**config.mk**
```make
export PLATFORM = sky130hd
export DESIGN_NAME = gpc_port_cell
export DESIGN_NICKNAME = d
export VERILOG_FILES = /design/src/hdl/gpc_pkg.sv /design/src/hdl/gpc_drv_if.sv /design/src/hdl/gpc_drive_decode.sv /design/src/hdl/gpc_port_cell.sv
export SDC_FILE = /design/constraint.sdc
export NUM_CORES = 1
export LEC_CHECK = 0
export ABC_AREA = 1
export BUFFER_PORTS_ARGS = -buffer_cell sky130_fd_sc_hd__buf_2
export CAP_MARGIN = 20
export CORE_UTILIZATION = 40
export CTS_BUF_LIST = sky130_fd_sc_hd__clkbuf_4 sky130_fd_sc_hd__clkbuf_8
export CTS_CLUSTER_DIAMETER = 30
export DETAILED_ROUTE_END_ITERATION = 16
export GPL_TIMING_DRIVEN = 0
export REMOVE_ABC_BUFFERS = 1
export SETUP_SLACK_MARGIN = 0.15
export SLEW_MARGIN = 0
export SYNTH_ARGS = -nofsm -noshare
export SYNTH_HDL_FRONTEND = slang
export SYNTH_HIERARCHICAL = 1
export SYNTH_SLANG_ARGS = --single-unit
```
**constraint.sdc**
```tcl
create_clock -name clk -period 1.6 [get_ports clk]
set_clock_uncertainty 0.1 [all_clocks]
set_input_delay 0.08 -clock clk [delete_from_list [all_inputs] [get_ports clk]]
set_output_delay 0.08 -clock clk [all_outputs]
set_load 0.01 [all_outputs]
```
**src/hdl/gpc_pkg.sv**
```systemverilog
package gpc_pkg;

    // Port geometry: one slot per pin, eight pins at most.
    localparam int PINS = 8;
    localparam int MODE_W = 3;
    localparam int SEL_W = 4;
    localparam int EDGE_W = 2;
    localparam int ADDR_W = 8;
    localparam int DATA_W = 32;
    localparam int BE_W = 4;

    // Register byte offsets on the register bus.
    localparam logic [7:0] OFS_OUT = 8'h00;
    localparam logic [7:0] OFS_IN = 8'h04;
    localparam logic [7:0] OFS_CFG = 8'h08;
    localparam logic [7:0] OFS_CFG_IN = 8'h0c;
    localparam logic [7:0] OFS_EDGE_CFG = 8'h10;
    localparam logic [7:0] OFS_INTR = 8'h14;
    localparam logic [7:0] OFS_MASK = 8'h18;
    localparam logic [7:0] OFS_SEL = 8'h1c;
    localparam logic [7:0] OFS_HOLD = 8'h20;

    // Field positions: drive mode of pin i at [3i+2:3i], buffer enables high.
    localparam int CFG_IN_EN_POS = 24;
    localparam int HOLD_POS = 0;

    // Values after reset: every pin undriven with its input buffer off.
    localparam logic [31:0] CFG_RESET = 32'h0000_0000;
    localparam logic [7:0] BYTE_RESET = 8'h00;
    localparam logic [15:0] EDGE_RESET = 16'h0000;
    localparam logic [31:0] SEL_RESET = 32'h0000_0000;
    localparam logic [31:0] WORD_ZERO = 32'h0000_0000;

    // Drive mode encodings.
    typedef enum logic [2:0] {
        DM_HIZ = 3'b000,
        DM_RSVD = 3'b001,
        DM_PULL_UP = 3'b010,
        DM_PULL_DOWN = 3'b011,
        DM_OD_LOW = 3'b100,
        DM_OD_HIGH = 3'b101,
        DM_STRONG = 3'b110,
        DM_PULL_BOTH = 3'b111
    } gpc_drive_mode_t;

    // Edge selection for the pin interrupt.
    typedef enum logic [1:0] {
        EDGE_NONE = 2'b00,
        EDGE_RISE = 2'b01,
        EDGE_FALL = 2'b10,
        EDGE_BOTH = 2'b11
    } gpc_edge_t;

    // Bus answer state.
    typedef enum logic {
        BUS_IDLE = 1'b0,
        BUS_ACK = 1'b1
    } gpc_bus_state_t;

    // Source select codes that have a meaning of their own.
    localparam logic [3:0] SEL_REG_FABOE = 4'h1;
    localparam logic [3:0] SEL_FABRIC = 4'h2;
    localparam logic [3:0] SEL_FAB_REGOE = 4'h3;
    localparam logic [3:0] SEL_AMUX_A_FABOE = 4'h6;
    localparam logic [3:0] SEL_AMUX_B_FABOE = 4'h7;
    localparam int SEL_FIXED_BIT = 3;

endpackage

```
**src/hdl/gpc_drv_if.sv**
```systemverilog
`timescale 1ns/1ps
// Per-pin driver request and decoded output stage.
interface gpc_drv_if;
    import gpc_pkg::*;
    logic [PINS-1:0][MODE_W-1:0] mode;
    logic [PINS-1:0] data;
    logic [PINS-1:0] enable;
    logic [PINS-1:0] fixed;
    logic [PINS-1:0] drv_hi;
    logic [PINS-1:0] drv_lo;
    logic [PINS-1:0] pull_up;
    logic [PINS-1:0] pull_dn;
    modport ctl(output mode, output data, output enable, output fixed,
        input drv_hi, input drv_lo, input pull_up, input pull_dn);
    modport dec(input mode, input data, input enable, input fixed,
        output drv_hi, output drv_lo, output pull_up, output pull_dn);
endinterface

```
**src/hdl/gpc_drive_decode.sv**
```systemverilog
`timescale 1ns/1ps
module gpc_drive_decode (
    gpc_drv_if.dec drv
);
    import gpc_pkg::*;

    // Result bits are {strong high, strong low, pull up, pull down}.
    function automatic logic [3:0] decode(input logic [2:0] m,
        input logic d, input logic en, input logic ff);
        logic [3:0] r;
        r = 4'h0;
        if (!en) begin
            // A fixed peripheral that releases the pin keeps the resistors.
            if (ff) begin
                case (gpc_drive_mode_t'(m))
                    DM_PULL_UP: r = 4'b0010;
                    DM_PULL_DOWN: r = 4'b0001;
                    DM_PULL_BOTH: r = 4'b0011;
                    default: r = 4'h0;
                endcase
            end
        end else begin
            case (gpc_drive_mode_t'(m))
                DM_HIZ: r = 4'h0;
                DM_PULL_UP: r = d ? 4'b0010 : 4'b0100;
                DM_PULL_DOWN: r = d ? 4'b1000 : 4'b0001;
                DM_OD_LOW: r = d ? 4'b0000 : 4'b0100;
                DM_OD_HIGH: r = d ? 4'b1000 : 4'b0000;
                DM_PULL_BOTH: r = d ? 4'b0010 : 4'b0001;
                default: r = d ? 4'b1000 : 4'b0100;
            endcase
        end
        return r;
    endfunction

    // One independent decoder per pin slot.
    genvar i;
    generate
        for (i = 0; i < PINS; i++) begin : g_pin
            wire [3:0] res;
            assign res = decode(drv.mode[i], drv.data[i], drv.enable[i],
                drv.fixed[i]);
            assign drv.drv_hi[i] = res[3];
            assign drv.drv_lo[i] = res[2];
            assign drv.pull_up[i] = res[1];
            assign drv.pull_dn[i] = res[0];
        end
    endgenerate

endmodule

```
**src/hdl/gpc_port_cell.sv**
```systemverilog
`timescale 1ns/1ps
// Notes on behaviour
// One port holds up to eight pins, each with its own field slot.
// Each pin raises an interrupt on rising, falling or either edge.
// Hold freezes pins at their last driven state for deep sleep.
// Per-pin input buffer enable bit in an eight-bit configuration field.
// Input goes to the CPU input register and the selected peripheral.
// Per-pin bit chooses CMOS with two-wire characteristics or TTL trip.
// Output source is CPU registers, fabric or fixed peripherals.
// Driver enable comes from fabric enable or output data register.
// Each pin chooses one of eight drive modes in port configuration.
// Modes: 0 undriven, 2 up, 3 down, 4/5 open drain, 6 strong, 7 both.
// Software should not program the reserved drive mode value one.
// Fixed peripherals get altered behaviour for the same seven modes; here only modes 2, 3 and 7 differ, keeping pulls while the fixed enable is low.
// Open drain leaves one level undriven and drives the other strongly.
// Resistive modes use resistance on one level, both in combined mode.
// After reset every pin is undriven with its input buffer off.
// Strong mode drives the pin high and low from the data value.
// Inputs are synchronised, and selected edges set sticky pending flags.
// Hold latches value, enable and drive mode, ignoring source changes.
module gpc_port_cell (
    input wire logic clk,
    input wire logic resetn,
    input wire logic [gpc_pkg::ADDR_W-1:0] avs_address,
    input wire logic avs_read,
    input wire logic avs_write,
    input wire logic [gpc_pkg::DATA_W-1:0] avs_writedata,
    input wire logic [gpc_pkg::BE_W-1:0] avs_byteenable,
    output logic [gpc_pkg::DATA_W-1:0] avs_readdata,
    output logic avs_waitrequest,
    input wire logic [gpc_pkg::PINS-1:0] pin_in,
    output logic [gpc_pkg::PINS-1:0] pin_out,
    output logic [gpc_pkg::PINS-1:0] pin_oe,
    output logic [gpc_pkg::PINS-1:0] pin_pull_up,
    output logic [gpc_pkg::PINS-1:0] pin_pull_down,
    output logic [gpc_pkg::PINS-1:0] pin_in_buf_en,
    output logic [gpc_pkg::PINS-1:0] pin_trip_ttl,
    input wire logic [gpc_pkg::PINS-1:0] fabric_out,
    input wire logic [gpc_pkg::PINS-1:0] fabric_oe,
    input wire logic [gpc_pkg::PINS-1:0] fixed_out,
    input wire logic [gpc_pkg::PINS-1:0] fixed_oe,
    output logic [gpc_pkg::PINS-1:0] fabric_in,
    output logic [gpc_pkg::PINS-1:0] fixed_in,
    output logic irq
);
    import gpc_pkg::*;

    // Software-visible state.
    logic [PINS-1:0] out_data;
    logic [DATA_W-1:0] cfg;
    logic [PINS-1:0] cfg_in;
    logic [PINS*EDGE_W-1:0] edge_cfg;
    logic [PINS-1:0] intr;
    logic [PINS-1:0] mask;
    logic [DATA_W-1:0] sel;
    logic hold;

    // Bus answer state.
    gpc_bus_state_t bus_state;
    gpc_bus_state_t next_bus_state;

    // Input synchroniser and edge history.
    logic [PINS-1:0] sync_a;
    logic [PINS-1:0] sync_b;
    logic [PINS-1:0] in_prev;

    // Merge write data into a register under the byte enables.
    function automatic logic [31:0] merge(input logic [31:0] old,
        input logic [31:0] wd, input logic [3:0] be);
        logic [31:0] r;
        r = old;
        for (int b = 0; b < 4; b++) begin
            if (be[b]) begin
                r[8*b +: 8] = wd[8*b +: 8];
            end
        end
        return r;
    endfunction

    // True when the select code hands the pin to a fixed peripheral.
    function automatic logic is_fixed(input logic [3:0] s);
        return s[SEL_FIXED_BIT];
    endfunction

    // True when the fabric supplies the output data.
    function automatic logic fab_data(input logic [3:0] s);
        return (s == SEL_FABRIC) || (s == SEL_FAB_REGOE);
    endfunction

    // True when the fabric supplies the driver enable.
    function automatic logic fab_enable(input logic [3:0] s);
        return (s == SEL_REG_FABOE) || (s == SEL_FABRIC) ||
            (s == SEL_AMUX_A_FABOE) || (s == SEL_AMUX_B_FABOE);
    endfunction

    // True when the output data register supplies the driver enable.
    function automatic logic reg_enable(input logic [3:0] s);
        return s == SEL_FAB_REGOE;
    endfunction

    // Edge match for one pin under its two-bit edge selection.
    function automatic logic edge_hit(input logic [1:0] e,
        input logic rise, input logic fall);
        logic r;
        r = 1'b0;
        case (gpc_edge_t'(e))
            EDGE_RISE: r = rise;
            EDGE_FALL: r = fall;
            EDGE_BOTH: r = rise | fall;
            default: r = 1'b0;
        endcase
        return r;
    endfunction

    // A transfer commits on the edge where waitrequest is seen low.
    wire commit;
    wire do_write;
    wire do_read;
    assign commit = (bus_state == BUS_ACK);
    assign do_write = commit & avs_write;
    assign do_read = commit & avs_read;

    // Write strobes per register.
    wire wr_out;
    wire wr_cfg;
    wire wr_cfg_in;
    wire wr_edge;
    wire wr_mask;
    wire wr_sel;
    wire wr_hold;
    wire rd_intr;
    assign wr_out = do_write && (avs_address == OFS_OUT);
    assign wr_cfg = do_write && (avs_address == OFS_CFG);
    assign wr_cfg_in = do_write && (avs_address == OFS_CFG_IN);
    assign wr_edge = do_write && (avs_address == OFS_EDGE_CFG);
    assign wr_mask = do_write && (avs_address == OFS_MASK);
    assign wr_sel = do_write && (avs_address == OFS_SEL);
    assign wr_hold = do_write && (avs_address == OFS_HOLD);
    assign rd_intr = do_read && (avs_address == OFS_INTR);

    // Merged write values, each cut to its register width.
    wire [31:0] m_out;
    wire [31:0] m_cfg;
    wire [31:0] m_cfg_in;
    wire [31:0] m_edge;
    wire [31:0] m_mask;
    wire [31:0] m_sel;
    wire [31:0] m_hold;
    assign m_out = merge({24'h0, out_data}, avs_writedata, avs_byteenable);
    assign m_cfg = merge(cfg, avs_writedata, avs_byteenable);
    assign m_cfg_in = merge({24'h0, cfg_in}, avs_writedata, avs_byteenable);
    assign m_edge = merge({16'h0, edge_cfg}, avs_writedata, avs_byteenable);
    assign m_mask = merge({24'h0, mask}, avs_writedata, avs_byteenable);
    assign m_sel = merge(sel, avs_writedata, avs_byteenable);
    assign m_hold = merge({31'h0, hold}, avs_writedata, avs_byteenable);

    // Buffer enables and the gated, synchronised input value.
    wire [PINS-1:0] in_en;
    wire [PINS-1:0] in_level;
    wire [PINS-1:0] rise;
    wire [PINS-1:0] fall;
    assign in_en = cfg[CFG_IN_EN_POS +: PINS];
    assign in_level = sync_b & in_en;
    assign rise = in_level & ~in_prev;
    assign fall = ~in_level & in_prev;

    // Edge events per pin.
    logic [PINS-1:0] hits;
    always_comb begin
        hits = '0;
        for (int i = 0; i < PINS; i++) begin
            hits[i] = edge_hit(edge_cfg[EDGE_W*i +: EDGE_W], rise[i],
                fall[i]);
        end
    end

    // Only the bits reported by this read are cleared, so an edge that
    // lands between the report and the commit survives; a set always wins.
    wire [PINS-1:0] intr_clear;
    wire [PINS-1:0] next_intr;
    assign intr_clear = rd_intr ? avs_readdata[PINS-1:0] : '0;
    assign next_intr = (intr & ~intr_clear) | hits;

    // Read data selection by address.
    logic [DATA_W-1:0] rd_value;
    always_comb begin
        rd_value = WORD_ZERO;
        if (avs_address == OFS_OUT) begin
            rd_value = {24'h0, out_data};
        end else if (avs_address == OFS_IN) begin
            rd_value = {24'h0, in_level};
        end else if (avs_address == OFS_CFG) begin
            rd_value = cfg;
        end else if (avs_address == OFS_CFG_IN) begin
            rd_value = {24'h0, cfg_in};
        end else if (avs_address == OFS_EDGE_CFG) begin
            rd_value = {16'h0, edge_cfg};
        end else if (avs_address == OFS_INTR) begin
            rd_value = {24'h0, intr};
        end else if (avs_address == OFS_MASK) begin
            rd_value = {24'h0, mask};
        end else if (avs_address == OFS_SEL) begin
            rd_value = sel;
        end else if (avs_address == OFS_HOLD) begin
            rd_value = {31'h0, hold};
        end
    end

    // Source selection per pin towards the drive decoder.
    gpc_drv_if drv();
    logic [PINS-1:0] src_data;
    logic [PINS-1:0] src_en;
    logic [PINS-1:0] src_fixed;
    always_comb begin
        src_data = '0;
        src_en = '0;
        src_fixed = '0;
        for (int i = 0; i < PINS; i++) begin
            if (is_fixed(sel[SEL_W*i +: SEL_W])) begin
                src_data[i] = fixed_out[i];
                src_en[i] = fixed_oe[i];
                src_fixed[i] = 1'b1;
            end else begin
                src_data[i] = fab_data(sel[SEL_W*i +: SEL_W]) ?
                    fabric_out[i] : out_data[i];
                if (fab_enable(sel[SEL_W*i +: SEL_W])) begin
                    src_en[i] = fabric_oe[i];
                end else if (reg_enable(sel[SEL_W*i +: SEL_W])) begin
                    src_en[i] = out_data[i];
                end else begin
                    src_en[i] = 1'b1;
                end
            end
        end
    end

    // Per-pin drive mode slots feed the decoder.
    genvar g;
    generate
        for (g = 0; g < PINS; g++) begin : g_mode
            assign drv.mode[g] = cfg[MODE_W*g +: MODE_W];
        end
    endgenerate
    assign drv.data = src_data;
    assign drv.enable = src_en;
    assign drv.fixed = src_fixed;

    // Output stage decoder, one slot per pin.
    gpc_drive_decode u_decode (
        .drv(drv.dec)
    );

    // Input routing to the peripheral picked by the select field.
    logic [PINS-1:0] route_fabric;
    logic [PINS-1:0] route_fixed;
    always_comb begin
        route_fabric = '0;
        route_fixed = '0;
        for (int i = 0; i < PINS; i++) begin
            route_fixed[i] = is_fixed(sel[SEL_W*i +: SEL_W]) &
                in_level[i];
            route_fabric[i] = fab_data(sel[SEL_W*i +: SEL_W]) &
                in_level[i];
        end
    end

    // Bus state: one cycle of waitrequest low per request.
    always_comb begin
        next_bus_state = bus_state;
        case (bus_state)
            BUS_IDLE: begin
                if (avs_read || avs_write) begin
                    next_bus_state = BUS_ACK;
                end
            end
            BUS_ACK: next_bus_state = BUS_IDLE;
            default: next_bus_state = BUS_IDLE;
        endcase
    end

    // Answer registers; read data is captured one edge before the commit.
    always_ff @(posedge clk or negedge resetn) begin
        if (!resetn) begin
            bus_state <= BUS_IDLE;
            avs_waitrequest <= 1'b1;
            avs_readdata <= WORD_ZERO;
        end else begin
            bus_state <= next_bus_state;
            avs_waitrequest <= (next_bus_state != BUS_ACK);
            if (bus_state == BUS_IDLE && avs_read) begin
                avs_readdata <= rd_value;
            end
        end
    end

    // Configuration registers.
    always_ff @(posedge clk or negedge resetn) begin
        if (!resetn) begin
            out_data <= BYTE_RESET;
            cfg <= CFG_RESET;
            cfg_in <= BYTE_RESET;
            edge_cfg <= EDGE_RESET;
        end else begin
            if (wr_out) out_data <= m_out[PINS-1:0];
            if (wr_cfg) cfg <= m_cfg;
            if (wr_cfg_in) cfg_in <= m_cfg_in[PINS-1:0];
            if (wr_edge) edge_cfg <= m_edge[PINS*EDGE_W-1:0];
        end
    end

    // Select, mask and hold control.
    always_ff @(posedge clk or negedge resetn) begin
        if (!resetn) begin
            sel <= SEL_RESET;
            mask <= BYTE_RESET;
            hold <= 1'b0;
        end else begin
            if (wr_sel) sel <= m_sel;
            if (wr_mask) mask <= m_mask[PINS-1:0];
            if (wr_hold) hold <= m_hold[HOLD_POS];
        end
    end

    // Two-flop synchroniser; the first stage feeds only the second.
    always_ff @(posedge clk or negedge resetn) begin
        if (!resetn) begin
            sync_a <= '0;
            sync_b <= '0;
            in_prev <= '0;
        end else begin
            sync_a <= pin_in;
            sync_b <= sync_a;
            in_prev <= in_level;
        end
    end

    // Sticky pending flags and the level interrupt.
    always_ff @(posedge clk or negedge resetn) begin
        if (!resetn) begin
            intr <= BYTE_RESET;
            irq <= 1'b0;
        end else begin
            intr <= next_intr;
            irq <= |(next_intr & mask);
        end
    end

    // Pin drivers. Hold freezes value, enable and mode as driven before,
    // so a source that drops out in deep sleep cannot glitch the pin.
    always_ff @(posedge clk or negedge resetn) begin
        if (!resetn) begin
            pin_out <= '0;
            pin_oe <= '0;
            pin_pull_up <= '0;
            pin_pull_down <= '0;
        end else if (!hold) begin
            pin_out <= drv.drv_hi;
            pin_oe <= drv.drv_hi | drv.drv_lo;
            pin_pull_up <= drv.pull_up;
            pin_pull_down <= drv.pull_dn;
        end
    end

    // Input buffer controls and peripheral input routing.
    always_ff @(posedge clk or negedge resetn) begin
        if (!resetn) begin
            pin_in_buf_en <= '0;
            pin_trip_ttl <= '0;
            fabric_in <= '0;
            fixed_in <= '0;
        end else begin
            pin_in_buf_en <= in_en;
            pin_trip_ttl <= cfg_in;
            fabric_in <= route_fabric;
            fixed_in <= route_fixed;
        end
    end

endmodule

```
==> results.py <==
metrics = {
    "floorplan": {
        "rows": 61,
        "dieArea_um2": 29100,
        "die_w_um": 171,
        "core_area_um2": 27900,
        "die_h_um": 171,
        "ios": 186,
        "start_util": 0.408,
    },
    "synthesis": {
        "synthCells": 1387,
        "synthFlopType": "dfrtp_1",
        "yosys_warnings": 6,
        "ys_ff_latch": 236,
        "avgSynthCellArea_um2": 8.20,
        "ys_async_sr_fraction": 1.00,
        "synth_area_um2": 11400,
        "synth_cell_types": 41,
        "ys_seq_area_frac": 0.519,
        "synth_edf_count": 0,
    },
    "worst_setup_path": {
        "cpPeakStageDelay_ps": 420,
        "worstPathCellList": "nor2_2 -> nand2_2 -> o211ai_1 -> a21oi_2 -> nor2_2 -> inv_2 -> or2_4 -> nor3_2 -> o21ai_1 -> nand2_1",
        "critPathSlowestCell": "dfrtp_1",
        "critPathBufInv": 1,
        "critPathTopFamily": "simple AND/OR/NAND/NOR gates",
        "worstSetupStartpointType": "flip-flop",
        "required_ps": 2020,
        "endpoint_kind": "flip-flop",
        "crit_fanout": 3,
        "crit_top_cell": "nor2_2",
        "critPathKind": "reg2reg",
        "arrival_ps": 2150,
    },
    "power": {
        "ir_drop_mv": 0.529,
        "static-leakage-power_nw": 8.06,
        "powerDensity_nw_per_um2": 1020,
    },
    "global_route": {
        "overflow": 0,
        "grt_pass1_wl_um": 55700,
        "grt.total_usage": 0.251,
        "antenna_found_initial": 0,
        "grt_pass1_vias": 10300,
        "grt_max_degree": 120,
    },
    "route": {
        "avgViaCountPerCell": 4.96,
        "vias": 10900,
        "detailedRoute.firstPassIterationCount": 5,
        "drt_iter0_drc": 806,
        "wl_um": 37200,
        "ant_nets": 0,
        "wire_per_inst_um": 17.0,
        "drc_errors": 0,
    },
    "clock_tree": {
        "clkSlewWorstSetupHoldPaths_ps": 50,
        "cts_tree": "done",
        "clock_sinks": 236,
        "worstSkewPairLatency_ps": 590,
        "cts_made_buffers": 57,
        "cts.htree.levels": 2,
        "cts_root_buf": "clkbuf_8",
        "cts_hold_buf": 74,
        "clockBufferDepth": 3,
    },
    "sta": {
        "setup_viol": 16,
        "min_period_ps": 1720,
        "timing.fmax_mhz": 581,
        "worstMarginPinSlew_ps": 828,
        "final_max_slew_viol_count": 0,
        "hold_viol": 28,
        "fin_crit_sh": 1.08,
        "grt_setup_unrepaired": "yes",
        "relSlewSlack": 0.445,
        "tns_ps": -956,
        "fin_ws_ps": -121,
        "hold_slack_ps": -127,
    },
    "place": {
        "place_ws_ps": -685,
        "gp_congestion": 0.867,
        "numPortBuffers": 185,
        "dp.final_hpwl_um": 22400,
    },
    "cells_and_area": {
        "diodes": 0,
        "layout_commonest_cell": "nand2_1",
        "layout_common_cells": "nand2_1 (448), dfrtp_1 (217), buf_2 (183), inv_1 (114), o21ai_0 (77)",
        "fin_util": 0.595,
        "syn_to_final_growth_pct": 45.7,
        "layout-drive-gt1-share": 0.350,
        "nNetsFinal": 1873,
    },
    "outcome": {
        "outcome": "finished with violations",
        "failed_checks": "negative hold slack, negative setup slack",
    },
    "job": {
        "maxCapViolations": 0,
    },
    "min_path": {
        "hold_path.class": "in2async",
    },
}
[per-stage QoR]
stage               area, um2  std cells  total power (W)  hold slack [ps]
floorplan               11100       1350          0.00710             -316
global placement        12500       1913          0.00775             88.0
global route            16600       2191           0.0176             -117
detailed placement      12700       1918          0.00780             -144
CTS                     15900       2164           0.0169             -150
finish                  16600       2191           0.0169             -127
[flip-flops by register name (all words and copies together), names as in the netlist, 16 cells and up]
name,count
sel,32
cfg,32
avs_readdata,32
edge_cfg,16
[area by class of cell]
class | instances | area [um2]
Clock inverter | 33 | 482
Inverter | 155 | 624
Fill cell | 2418 | 11300
Clock buffer | 70 | 945
Multi-Input combinational cell | 960 | 5410
Timing Repair Buffer | 359 | 2710
Tap cell | 378 | 473
Sequential cell | 236 | 5930
[metal layers]
metal / wire (um) / GRT usage / share of wire
met4: 948 / 0.0862 / 0.025
met5: 0 / 0 / 0
met2: 17300 / 0.395 / 0.46
met3: 2480 / 0.0514 / 0.067
met1: 16500 / 0.342 / 0.44
[logic make-up (layout without fill, tap and decap cells)]
group                      count (synthesis)  count (layout)  share of synthesized area
buffers and inverters                    192             617                     0.0710
and+or+nand+nor                          701             702                      0.272
adders and majority gates                 16              16                     0.0176
AOI/OAI and AO/OA                        242             242                      0.120
DFF                                      236             236                      0.519
[synth_stat cells, drive strengths merged, types with 2 or more instances]
master	n	share of area
nand4	26	0.014
dfrtp	235	0.52
nor2	91	0.039
a211oi	2	0.0013
nand3	48	0.024
inv	155	0.051
o31ai	4	0.0026
or2	13	0.0087
a22o	2	0.0015
clkbuf	13	0.0043
a31oi	2	0.0011
nand2	491	0.17
o21ai	163	0.080
o221ai	5	0.0039
ha	16	0.018
buf	24	0.016
nor3	31	0.017
a21oi	59	0.026
[worst paths after layout]
kind                            slack, ps  cells after the start           start              to
worst max register to register       -120                     10         sel[10]       pin_oe[2]
min in group clk                      -10                      6  avs_address[6]          sel[3]
worst max-delay path                 -120                     10         sel[10]       pin_oe[2]
worst min-delay path                 -130                      2          resetn  pin_pull_up[3]
max in group asynchronous             630                      3          resetn         sel[31]
worst min register to register        250                      0       sync_a[0]       sync_b[0]
[report_power, final]
| part | switching [W] | leakage [nW] | internal, W |
|---|---|---|---|
| clock | 0.00310 | 0.693 | 0.00571 |
| combinational | 0.000925 | 4.36 | 0.000722 |
| sequential | 0.000195 | 3.01 | 0.00628 |
[timing repair]
| action | in CTS | in global routing |
|---|---|---|
| gates resized for setup | 161 | 105 |
| buffers inserted | 67 | 24 |
| cloned | 2 | 3 |
| pin swaps | 97 | 94 |
| setup endpoints to repair | 162 | 114 |
| endpoints found under the hold margin | 390 | 27 |
Note: power is estimated with default switching activity, not from simulation.
